**src/rtl/via_pkg.sv**
```systemverilog
// package for the vectored interrupt arbiter: constants, register map, carriers
package via_pkg;

  // ==========================================================
  // register map (plain register port)
  localparam logic [2:0] VIA_CTRL_ADDR = 3'h0;
  localparam logic [2:0] VIA_WAKE_EN_ADDR = 3'h1;
  localparam logic [2:0] VIA_WAKE_EDGE_ADDR = 3'h2;
  localparam logic [2:0] VIA_WAKE_PEND_ADDR = 3'h3;
  localparam logic [2:0] VIA_STATUS_ADDR = 3'h4;
  localparam int VIA_CTRL_GIE_BIT = 0;
  localparam int VIA_CTRL_PORT_GROUP_INTERRUPT_ENABLE_BIT = 1;
  localparam int VIA_STATUS_SERVICE_BIT = 0;
  localparam int VIA_STATUS_BUSY_BIT = 1;
  localparam logic [7:0] VIA_WAKE_EN_RESET = 8'h00;
  localparam logic [7:0] VIA_WAKE_EDGE_RESET = 8'h00;
  localparam logic [7:0] VIA_READ_UNMAPPED = 8'h00;

  // ==========================================================
  // vectors and addresses
  localparam logic [7:0] VIA_VECTOR_BASE = 8'hE0;
  localparam logic [7:0] VIA_TRAP_OPCODE = 8'h00;
  localparam logic [7:0] VIA_ABSENT_BYTE = 8'h00;
  localparam logic [14:0] VIA_SERVICE_ENTRY = 15'h00FF;
  localparam logic [14:0] VIA_UNDERFLOW_PC = 15'h7FFF;
  localparam logic [8:0] VIA_STACK_LIMIT = 9'h06F;
  localparam int VIA_TRAP_SLOT = 15;
  localparam int VIA_PORT_SLOT = 1;
  localparam int VIA_PERIPH_FIRST_SLOT = 2;
  localparam int VIA_PERIPH_COUNT = 12;
  localparam int VIA_WAKE_COUNT = 8;

  // ==========================================================
  // cpu side carriers
  typedef struct packed {
    logic fetch_valid;
    logic fetch_exists;
    logic [7:0] fetch_byte;
    logic [14:0] fetch_addr;
    logic [14:0] pc;
    logic vis_exec;
    logic clear_trap_exec;
    logic return_from_interrupt_exec;
    logic pop_valid;
    logic [8:0] pop_addr;
    logic halted;
  } via_cpu_cmd_type;

  typedef struct packed {
    logic instr_valid;
    logic [7:0] instr_byte;
    logic pc_load;
    logic [14:0] pc_value;
    logic push;
    logic [14:0] push_addr;
    logic mem_rd;
    logic [14:0] mem_addr;
    logic wake;
    logic vis_done;
  } via_cpu_resp_type;

  typedef enum logic [1:0] {
    VIA_VIS_IDLE,
    VIA_VIS_ADDR_LO,
    VIA_VIS_CAP_HI,
    VIA_VIS_CAP_LO
  } via_vis_state_type;

endpackage

```
**src/rtl/via_rank_encoder.sv**
```systemverilog
// priority encoder turning active slots into a vector select byte
`timescale 1ns/1ns
`default_nettype none
module via_rank_encoder (
  // requests, bit n is slot n
  input wire logic [15:0] req_in,
  // selected slot and byte
  output logic [3:0] slot_out,
  output logic [7:0] vec_out
);
  import via_pkg::*;

  always_comb begin
    slot_out = 4'h0;
    for (int i = 1; i < 16; i++) begin
      if (req_in[i]) begin
        slot_out = 4'(i);
      end
    end
    vec_out = VIA_VECTOR_BASE + {3'h0, slot_out, 1'b0};
  end
endmodule
`default_nettype wire

```
**src/rtl/via_wake_channel.sv**
```systemverilog
// one port wake input: synchroniser, edge select, pending latch
`timescale 1ns/1ns
`default_nettype none
module via_wake_channel (
  // clock and reset
  input wire logic clk_in,
  input wire logic rst_n_in,
  // pin and control
  input wire logic pin_in,
  input wire logic falling_in,
  input wire logic clear_in,
  // pending
  output logic pend_out
);
  logic sync1_q;
  logic sync2_q;
  logic prev_q;
  logic pend_q;
  logic hit;

  always_ff @(posedge clk_in) begin
    if (!rst_n_in) begin
      sync1_q <= 1'b0;
      sync2_q <= 1'b0;
      prev_q <= 1'b0;
    end else begin
      sync1_q <= pin_in;
      sync2_q <= sync1_q;
      prev_q <= sync2_q;
    end
  end

  // rising when select low, falling when high
  assign hit = falling_in ? (prev_q & ~sync2_q) : (~prev_q & sync2_q);

  // an edge in the clearing cycle is kept
  always_ff @(posedge clk_in) begin
    if (!rst_n_in) begin
      pend_q <= 1'b0;
    end else if (hit) begin
      pend_q <= 1'b1;
    end else if (clear_in) begin
      pend_q <= 1'b0;
    end
  end

  assign pend_out = pend_q;
endmodule
`default_nettype wire

```
**src/rtl/via_arbiter.sv**
```systemverilog
// vectored interrupt arbiter: trap flag, port wake group, vector select
`timescale 1ns/1ns
`default_nettype none
module via_arbiter (
  // clock and reset
  input wire logic clk_in,
  input wire logic rst_n_in,
  // register port
  input wire logic [2:0] reg_addr_in,
  input wire logic [7:0] reg_wdata_in,
  input wire logic reg_wr_in,
  input wire logic reg_rd_in,
  output logic [7:0] reg_rdata_out,
  // interrupt sources
  input wire logic [via_pkg::VIA_PERIPH_COUNT-1:0] periph_req_in,
  input wire logic [via_pkg::VIA_WAKE_COUNT-1:0] wake_pin_in,
  // cpu side
  input wire via_pkg::via_cpu_cmd_type cpu_cmd_in,
  input wire logic [7:0] mem_rdata_in,
  output via_pkg::via_cpu_resp_type cpu_resp_out
);
  import via_pkg::*;

  // ==========================================================
  // state
  logic gie_q;
  logic port_group_interrupt_enable_q;
  logic trap_pend_q;
  logic in_service_q;
  logic [7:0] wake_en_q;
  logic [7:0] wake_edge_q;
  logic [7:0] wake_pend;
  logic [7:0] wake_clear;
  logic [7:0] rdata_q;
  via_cpu_resp_type resp_q;
  via_cpu_resp_type resp_d;
  via_vis_state_type vis_q;
  logic [14:0] vis_addr_q;
  logic [7:0] vec_hi_q;
  logic [15:0] rank_req;
  logic [3:0] rank_slot;
  logic [7:0] rank_vec;
  logic [7:0] fetch_byte;
  logic fetch_trap;
  logic port_active;
  logic port_req;
  logic mask_req;
  logic mask_ack;
  logic underflow;
  logic wr_ctrl;
  logic wr_wake_en;
  logic wr_wake_edge;
  logic wr_wake_pend;

  // ==========================================================
  // register decode
  assign wr_ctrl = reg_wr_in && (reg_addr_in == VIA_CTRL_ADDR);
  assign wr_wake_en = reg_wr_in && (reg_addr_in == VIA_WAKE_EN_ADDR);
  assign wr_wake_edge = reg_wr_in && (reg_addr_in == VIA_WAKE_EDGE_ADDR);
  assign wr_wake_pend = reg_wr_in && (reg_addr_in == VIA_WAKE_PEND_ADDR);
  assign wake_clear = wr_wake_pend ? reg_wdata_in : 8'h00;

  always_ff @(posedge clk_in) begin
    if (!rst_n_in) begin
      wake_en_q <= VIA_WAKE_EN_RESET;
    end else if (wr_wake_en) begin
      wake_en_q <= reg_wdata_in;
    end
  end

  always_ff @(posedge clk_in) begin
    if (!rst_n_in) begin
      wake_edge_q <= VIA_WAKE_EDGE_RESET;
    end else if (wr_wake_edge) begin
      wake_edge_q <= reg_wdata_in;
    end
  end

  always_ff @(posedge clk_in) begin
    if (!rst_n_in) begin
      port_group_interrupt_enable_q <= 1'b0;
    end else if (wr_ctrl) begin
      port_group_interrupt_enable_q <= reg_wdata_in[VIA_CTRL_PORT_GROUP_INTERRUPT_ENABLE_BIT];
    end
  end

  // read data stand one cycle after the strobe; trap flag never readable
  always_ff @(posedge clk_in) begin
    if (!rst_n_in) begin
      rdata_q <= VIA_READ_UNMAPPED;
    end else if (reg_rd_in) begin
      case (reg_addr_in)
        VIA_CTRL_ADDR: begin
          rdata_q <= 8'h00;
          rdata_q[VIA_CTRL_GIE_BIT] <= gie_q;
          rdata_q[VIA_CTRL_PORT_GROUP_INTERRUPT_ENABLE_BIT] <= port_group_interrupt_enable_q;
        end
        VIA_WAKE_EN_ADDR: begin
          rdata_q <= wake_en_q;
        end
        VIA_WAKE_EDGE_ADDR: begin
          rdata_q <= wake_edge_q;
        end
        VIA_WAKE_PEND_ADDR: begin
          rdata_q <= wake_pend;
        end
        VIA_STATUS_ADDR: begin
          rdata_q <= 8'h00;
          rdata_q[VIA_STATUS_SERVICE_BIT] <= in_service_q;
          rdata_q[VIA_STATUS_BUSY_BIT] <= (vis_q != VIA_VIS_IDLE);
        end
        default: begin
          rdata_q <= VIA_READ_UNMAPPED;
        end
      endcase
    end else begin
      rdata_q <= VIA_READ_UNMAPPED;
    end
  end

  assign reg_rdata_out = rdata_q;

  // ==========================================================
  // port wake group
  genvar g;
  generate
    for (g = 0; g < VIA_WAKE_COUNT; g++) begin : gen_wake
      via_wake_channel u_chan (
        .clk_in(clk_in),
        .rst_n_in(rst_n_in),
        .pin_in(wake_pin_in[g]),
        .falling_in(wake_edge_q[g]),
        .clear_in(wake_clear[g]),
        .pend_out(wake_pend[g])
      );
    end
  endgenerate

  // one shared request for all eight inputs
  assign port_active = |(wake_pend & wake_en_q);
  assign port_req = port_active && port_group_interrupt_enable_q && gie_q;

  // ==========================================================
  // acknowledge logic
  assign fetch_byte = cpu_cmd_in.fetch_exists ? cpu_cmd_in.fetch_byte : VIA_ABSENT_BYTE;
  assign fetch_trap = cpu_cmd_in.fetch_valid && (fetch_byte == VIA_TRAP_OPCODE);
  assign mask_req = gie_q && !trap_pend_q && !in_service_q && ((|periph_req_in) || port_req);
  assign mask_ack = cpu_cmd_in.fetch_valid && !fetch_trap && mask_req;
  assign underflow = cpu_cmd_in.pop_valid && (cpu_cmd_in.pop_addr > VIA_STACK_LIMIT);

  // trap flag: set wins over clear in the same cycle
  always_ff @(posedge clk_in) begin
    if (!rst_n_in) begin
      trap_pend_q <= 1'b0;
    end else if (fetch_trap) begin
      trap_pend_q <= 1'b1;
    end else if (cpu_cmd_in.clear_trap_exec) begin
      trap_pend_q <= 1'b0;
    end
  end

  // global enable: trap leaves it alone
  always_ff @(posedge clk_in) begin
    if (!rst_n_in) begin
      gie_q <= 1'b0;
    end else if (mask_ack) begin
      gie_q <= 1'b0;
    end else if (cpu_cmd_in.return_from_interrupt_exec) begin
      gie_q <= 1'b1;
    end else if (wr_ctrl) begin
      gie_q <= reg_wdata_in[VIA_CTRL_GIE_BIT];
    end
  end

  always_ff @(posedge clk_in) begin
    if (!rst_n_in) begin
      in_service_q <= 1'b0;
    end else if (mask_ack) begin
      in_service_q <= 1'b1;
    end else if (cpu_cmd_in.return_from_interrupt_exec) begin
      in_service_q <= 1'b0;
    end
  end

  // ==========================================================
  // arbitration ranking
  always_comb begin
    rank_req = 16'h0000;
    rank_req[VIA_TRAP_SLOT] = trap_pend_q;
    rank_req[VIA_PORT_SLOT] = port_active && port_group_interrupt_enable_q;
    rank_req[VIA_PERIPH_FIRST_SLOT +: VIA_PERIPH_COUNT] = periph_req_in;
  end

  via_rank_encoder u_rank (
    .req_in(rank_req),
    .slot_out(rank_slot),
    .vec_out(rank_vec)
  );

  // ==========================================================
  // vector select sequence
  always_ff @(posedge clk_in) begin
    if (!rst_n_in) begin
      vis_q <= VIA_VIS_IDLE;
    end else begin
      case (vis_q)
        VIA_VIS_IDLE: begin
          if (cpu_cmd_in.vis_exec) begin
            vis_q <= VIA_VIS_ADDR_LO;
          end
        end
        VIA_VIS_ADDR_LO: begin
          vis_q <= VIA_VIS_CAP_HI;
        end
        VIA_VIS_CAP_HI: begin
          vis_q <= VIA_VIS_CAP_LO;
        end
        VIA_VIS_CAP_LO: begin
          vis_q <= VIA_VIS_IDLE;
        end
        default: begin
          vis_q <= VIA_VIS_IDLE;
        end
      endcase
    end
  end

  // slot chosen in the first cycle only
  always_ff @(posedge clk_in) begin
    if (!rst_n_in) begin
      vis_addr_q <= 15'h0000;
    end else if (vis_q == VIA_VIS_IDLE && cpu_cmd_in.vis_exec) begin
      vis_addr_q <= {cpu_cmd_in.pc[14:8], rank_vec};
    end
  end

  always_ff @(posedge clk_in) begin
    if (!rst_n_in) begin
      vec_hi_q <= 8'h00;
    end else if (vis_q == VIA_VIS_CAP_HI) begin
      vec_hi_q <= mem_rdata_in;
    end
  end

  // ==========================================================
  // cpu response
  always_comb begin
    resp_d = '0;
    resp_d.instr_valid = cpu_cmd_in.fetch_valid && !mask_ack;
    resp_d.instr_byte = fetch_byte;
    resp_d.wake = cpu_cmd_in.halted && port_active;
    if (fetch_trap) begin
      resp_d.push = 1'b1;
      resp_d.push_addr = cpu_cmd_in.fetch_addr;
      resp_d.pc_load = 1'b1;
      resp_d.pc_value = VIA_SERVICE_ENTRY;
    end else if (mask_ack) begin
      resp_d.push = 1'b1;
      resp_d.push_addr = cpu_cmd_in.fetch_addr;
      resp_d.pc_load = 1'b1;
      resp_d.pc_value = VIA_SERVICE_ENTRY;
    end else if (underflow) begin
      resp_d.pc_load = 1'b1;
      resp_d.pc_value = VIA_UNDERFLOW_PC;
    end
    case (vis_q)
      VIA_VIS_IDLE: begin
        if (cpu_cmd_in.vis_exec) begin
          resp_d.mem_rd = 1'b1;
          resp_d.mem_addr = {cpu_cmd_in.pc[14:8], rank_vec};
        end
      end
      VIA_VIS_ADDR_LO: begin
        resp_d.mem_rd = 1'b1;
        resp_d.mem_addr = {vis_addr_q[14:8], vis_addr_q[7:0] + 8'h01};
      end
      VIA_VIS_CAP_HI: begin
        resp_d.mem_rd = 1'b0;
      end
      VIA_VIS_CAP_LO: begin
        resp_d.pc_load = 1'b1;
        resp_d.pc_value = {vec_hi_q[6:0], mem_rdata_in};
        resp_d.vis_done = 1'b1;
      end
      default: begin
        resp_d.mem_rd = 1'b0;
      end
    endcase
  end

  always_ff @(posedge clk_in) begin
    if (!rst_n_in) begin
      resp_q <= '0;
    end else begin
      resp_q <= resp_d;
    end
  end

  assign cpu_resp_out = resp_q;
endmodule
`default_nettype wire

```
**config.mk**
```make
export PLATFORM = sky130hd
export DESIGN_NAME = via_arbiter
export DESIGN_NICKNAME = d
export VERILOG_FILES = /design/src/rtl/via_pkg.sv /design/src/rtl/via_rank_encoder.sv /design/src/rtl/via_wake_channel.sv /design/src/rtl/via_arbiter.sv
export SDC_FILE = /design/constraint.sdc
export NUM_CORES = 1
export LEC_CHECK = 0
export ABC_CLOCK_PERIOD_IN_PS = 3900
export BUFFER_PORTS_ARGS = -buffer_cell sky130_fd_sc_hd__buf_2
export CORE_AREA = 10 10 108 110
export CTS_CLUSTER_SIZE = 16
export DETAILED_ROUTE_END_ITERATION = 7
export DIE_AREA = 0 0 118 120
export GPL_ROUTABILITY_DRIVEN = 0
export PLACE_DENSITY = 0.83
export SETUP_SLACK_MARGIN = 0.3
export SLEW_MARGIN = 20
export SYNTH_ARGS = -nofsm -noshare
export SYNTH_HDL_FRONTEND = slang
export SYNTH_SLANG_ARGS = --single-unit
```
**constraint.sdc**
```tcl
create_clock -name clk_in -period 3.9 [get_ports clk_in]
set_input_delay 0.195 -clock clk_in [delete_from_list [all_inputs] [get_ports clk_in]]
set_output_delay 0.195 -clock clk_in [all_outputs]
set_load 0.05 [all_outputs]
```
==> flow_summary.yaml <==
detailed_routing:
  num_vias: 4407
  drtIter0Drc: 332
  firstDrtPassIters: 7
  antenna_left: 0
  wire_per_inst_microns: 16.9
  drcViolationCount: 0
  finalWirelength_microns: 14500
  vias_per_cell: 5.13
placement:
  place_inst: 765
  port_buffers: 151
  dp_hpwl_microns: 9500
yosys:
  synth.avg_cell_area_sq_um: 9.95
  synth_area_leader_cell: "dfxtp_1"
  synth_area_leaders: "dfxtp_1 (55%), mux2i_1 (5.6%), and2_1 (5.2%)"
  yosysSeqAreaShare: 0.552
  synth_seq_cells: 138
  async_reset_ff_frac: 0
  yosys.cell_count.top_type: "dfxtp_1"
  synth_flop_cell: "dfxtp_1"
  synth_edf_count: 0
  syn_nets: 604
  yosys_warnings: 0
  synth_top_area_frac: 0.552
  syn_area_sq_um: 5010
  synth_cell_type_count: 51
  syn_inst: 503
  synthTopCellsByCount: "dfxtp_1 (138), nor2_1 (60), nand2_1 (49)"
grt:
  grt_pass1_wl_microns: 23300
  grt_overflow: 0
  grt_max_degree: 43
  grt_use_total: 0.204
  grt_antenna_before_repair: 1
  grt_pass1_vias: 4518
die:
  rows: 36
  dieWidth_microns: 118
  io_pins: 164
  start_util: 0.524
  dieArea_sq_um: 14200
  placeableCoreArea_sq_um: 9550
  die_h_microns: 120
timing:
  setup_viol: 0
  hold_viol_final: 0
  drv_slew: 0
  max_freq_ghz: 0.596
  tns_ps: 0
  skew_ps: 7.69
  whs_ps: 42.8
  grt_setup_unrepaired: "no"
  relSlewSlack: 0.572
  post-route-period-util: 0.430
  fin_crit_ps: 1680
  tightest_slew_ps: 641
cells_and_area:
  nets: 813
  area_growth_pct: 39.3
  drive_above_1_share: 0.280
  instances_no_fill: 859
clocking:
  cts.sinks: 138
  clk_latency_ps: 510
  htree_levels: 4
  cts_inserted_buffers: 17
  post_cts_buffers: 0
  clock_path_buffers: 2
  cts_root_buf: "clkbuf_8"
  cts_tree: "built"
  cts_resized: 0
  cts.clk_slew.worst_paths_ps: 60
job:
  max_cap_violations: 0
worst_setup_path:
  critPathRequiredTime_ps: 4330
  crit_family: "compound AO/OA/AOI/OAI gates"
  crit_path_start_kind: "flop"
  critical_path_arrival_ps: 2100
  slowest_delay_ps: 360
  critPathSlowestCell: "dfxtp_1"
  critPathCaptureType: "flop"
  crit_chain: "and4bb_1 -> and3_1 -> o211ai_4 -> a31oi_4 -> a21boi_1"
  cp_num_buf_inv: 0
  path_max_fanout: 9
  path_class: "flop to flop"
pwr:
  powerDensity_nw_per_um2: 551
  p_leak_uw: 0.00310
  max-vdd-ir-drop_v: 0.000296
worst_hold_path:
  hold_path_class: "input port to flop"
outcome:
  outcome: "completed"
final timing paths:
path | cells after the start | slack, ps | startpoint | to
worst min register to register | 1 | 430 | gen_wake[1].u_chan.sync1_q | gen_wake[1].u_chan.sync2_q
worst max register to register | 5 | 2220 | trap_pend_q | cpu_resp_out[35]
worst max-delay path | 5 | 2220 | trap_pend_q | cpu_resp_out[35]
worst min-delay path | 2 | 40 | cpu_cmd_in[52] | cpu_resp_out[54]
registers in the layout, summed over array words and instances (netlist names):
signal                         flops
trap_pend_q                        1
gen_wake.u_chan.prev_q             8
port_group_interrupt_enable_q      1
gen_wake.u_chan.sync2_q            8
wake_edge_q                        8
cpu_resp_out                      57
vec_hi_q                           7
gie_q                              1
gen_wake.u_chan.sync1_q            8
vis_addr_q                        12
gen_wake.u_chan.pend_out           8
wake_en_q                          8
vis_q                              2
reg_rdata_out                      8
in_service_q                       1
layout make-up:
class	instances	area (sq um)
Antenna cell	1	2.50
Clock buffer	18	428
Clock inverter	14	98.8
Fill cell	695	2580
Inverter	15	56.3
Multi-Input combinational cell	326	2080
Sequential cell	138	2760
Tap cell	133	166
Timing Repair Buffer	214	1380
placed cells by master (no fill, tap or decap), types with 10 or more instances in the layout:
cell	synthesis	final
buf_2	4	151
dfxtp_1	138	138
dlygate4sd3_1	0	61
nor2_1	60	60
nand2_1	49	49
and2_1	42	42
mux2i_1	28	28
a21oi_1	25	25
clkbuf_16	0	16
inv_1	15	14
nor2b_1	12	12
a22oi_1	10	10
power by group:
part           total [uW]  internal, uW  switching (uW)
Combinational         818           267             551
Clock                1410           797             611
Sequential           1620          1550            65.2
Total                3840          2610            1230
routing by layer:
metal  vias to the layer above  part of all wire  GRT usage
met5                         -                 0          0
met4                         0             0.016     0.0703
met3                        19             0.069     0.0605
met2                       195              0.51      0.365
met1                      2062              0.40      0.228
li1                       2131                 -          -
kinds of logic (layout without fill, tap and decap cells):
kind of cell / Yosys count / in the layout / synth area share
AOI/OAI and AO/OA: 83 / 83 / 0.122
adders and majority gates: 4 / 4 / 0.0100
buffers and inverters: 39 / 261 / 0.0332
DFF: 138 / 138 / 0.552
muxes: 34 / 34 / 0.0695
other: 0 / 1 / 0
and+or+nand+nor: 205 / 205 / 0.213
stage by stage:
stage                     total power [uW]  setup slack (ps)   util  cell area (sq um)
after floorplan                       2200              2440      -               5010
after global placement                2370              2100  0.611               5830
after detailed placement              2400              2020  0.611               5830
after CTS                             3860              2230  0.730               6970
after global routing                  4000              2100  0.730               6970
final                                 3840              2220  0.730               6970
what timing repair did:
action | 4_1_cts | 5_1_grt
setup endpoints to repair | 0 | 0
endpoints found under the hold margin | 85 | 0
hold buffers | 61 | 0
Note: power is estimated with default switching activity, not from simulation.
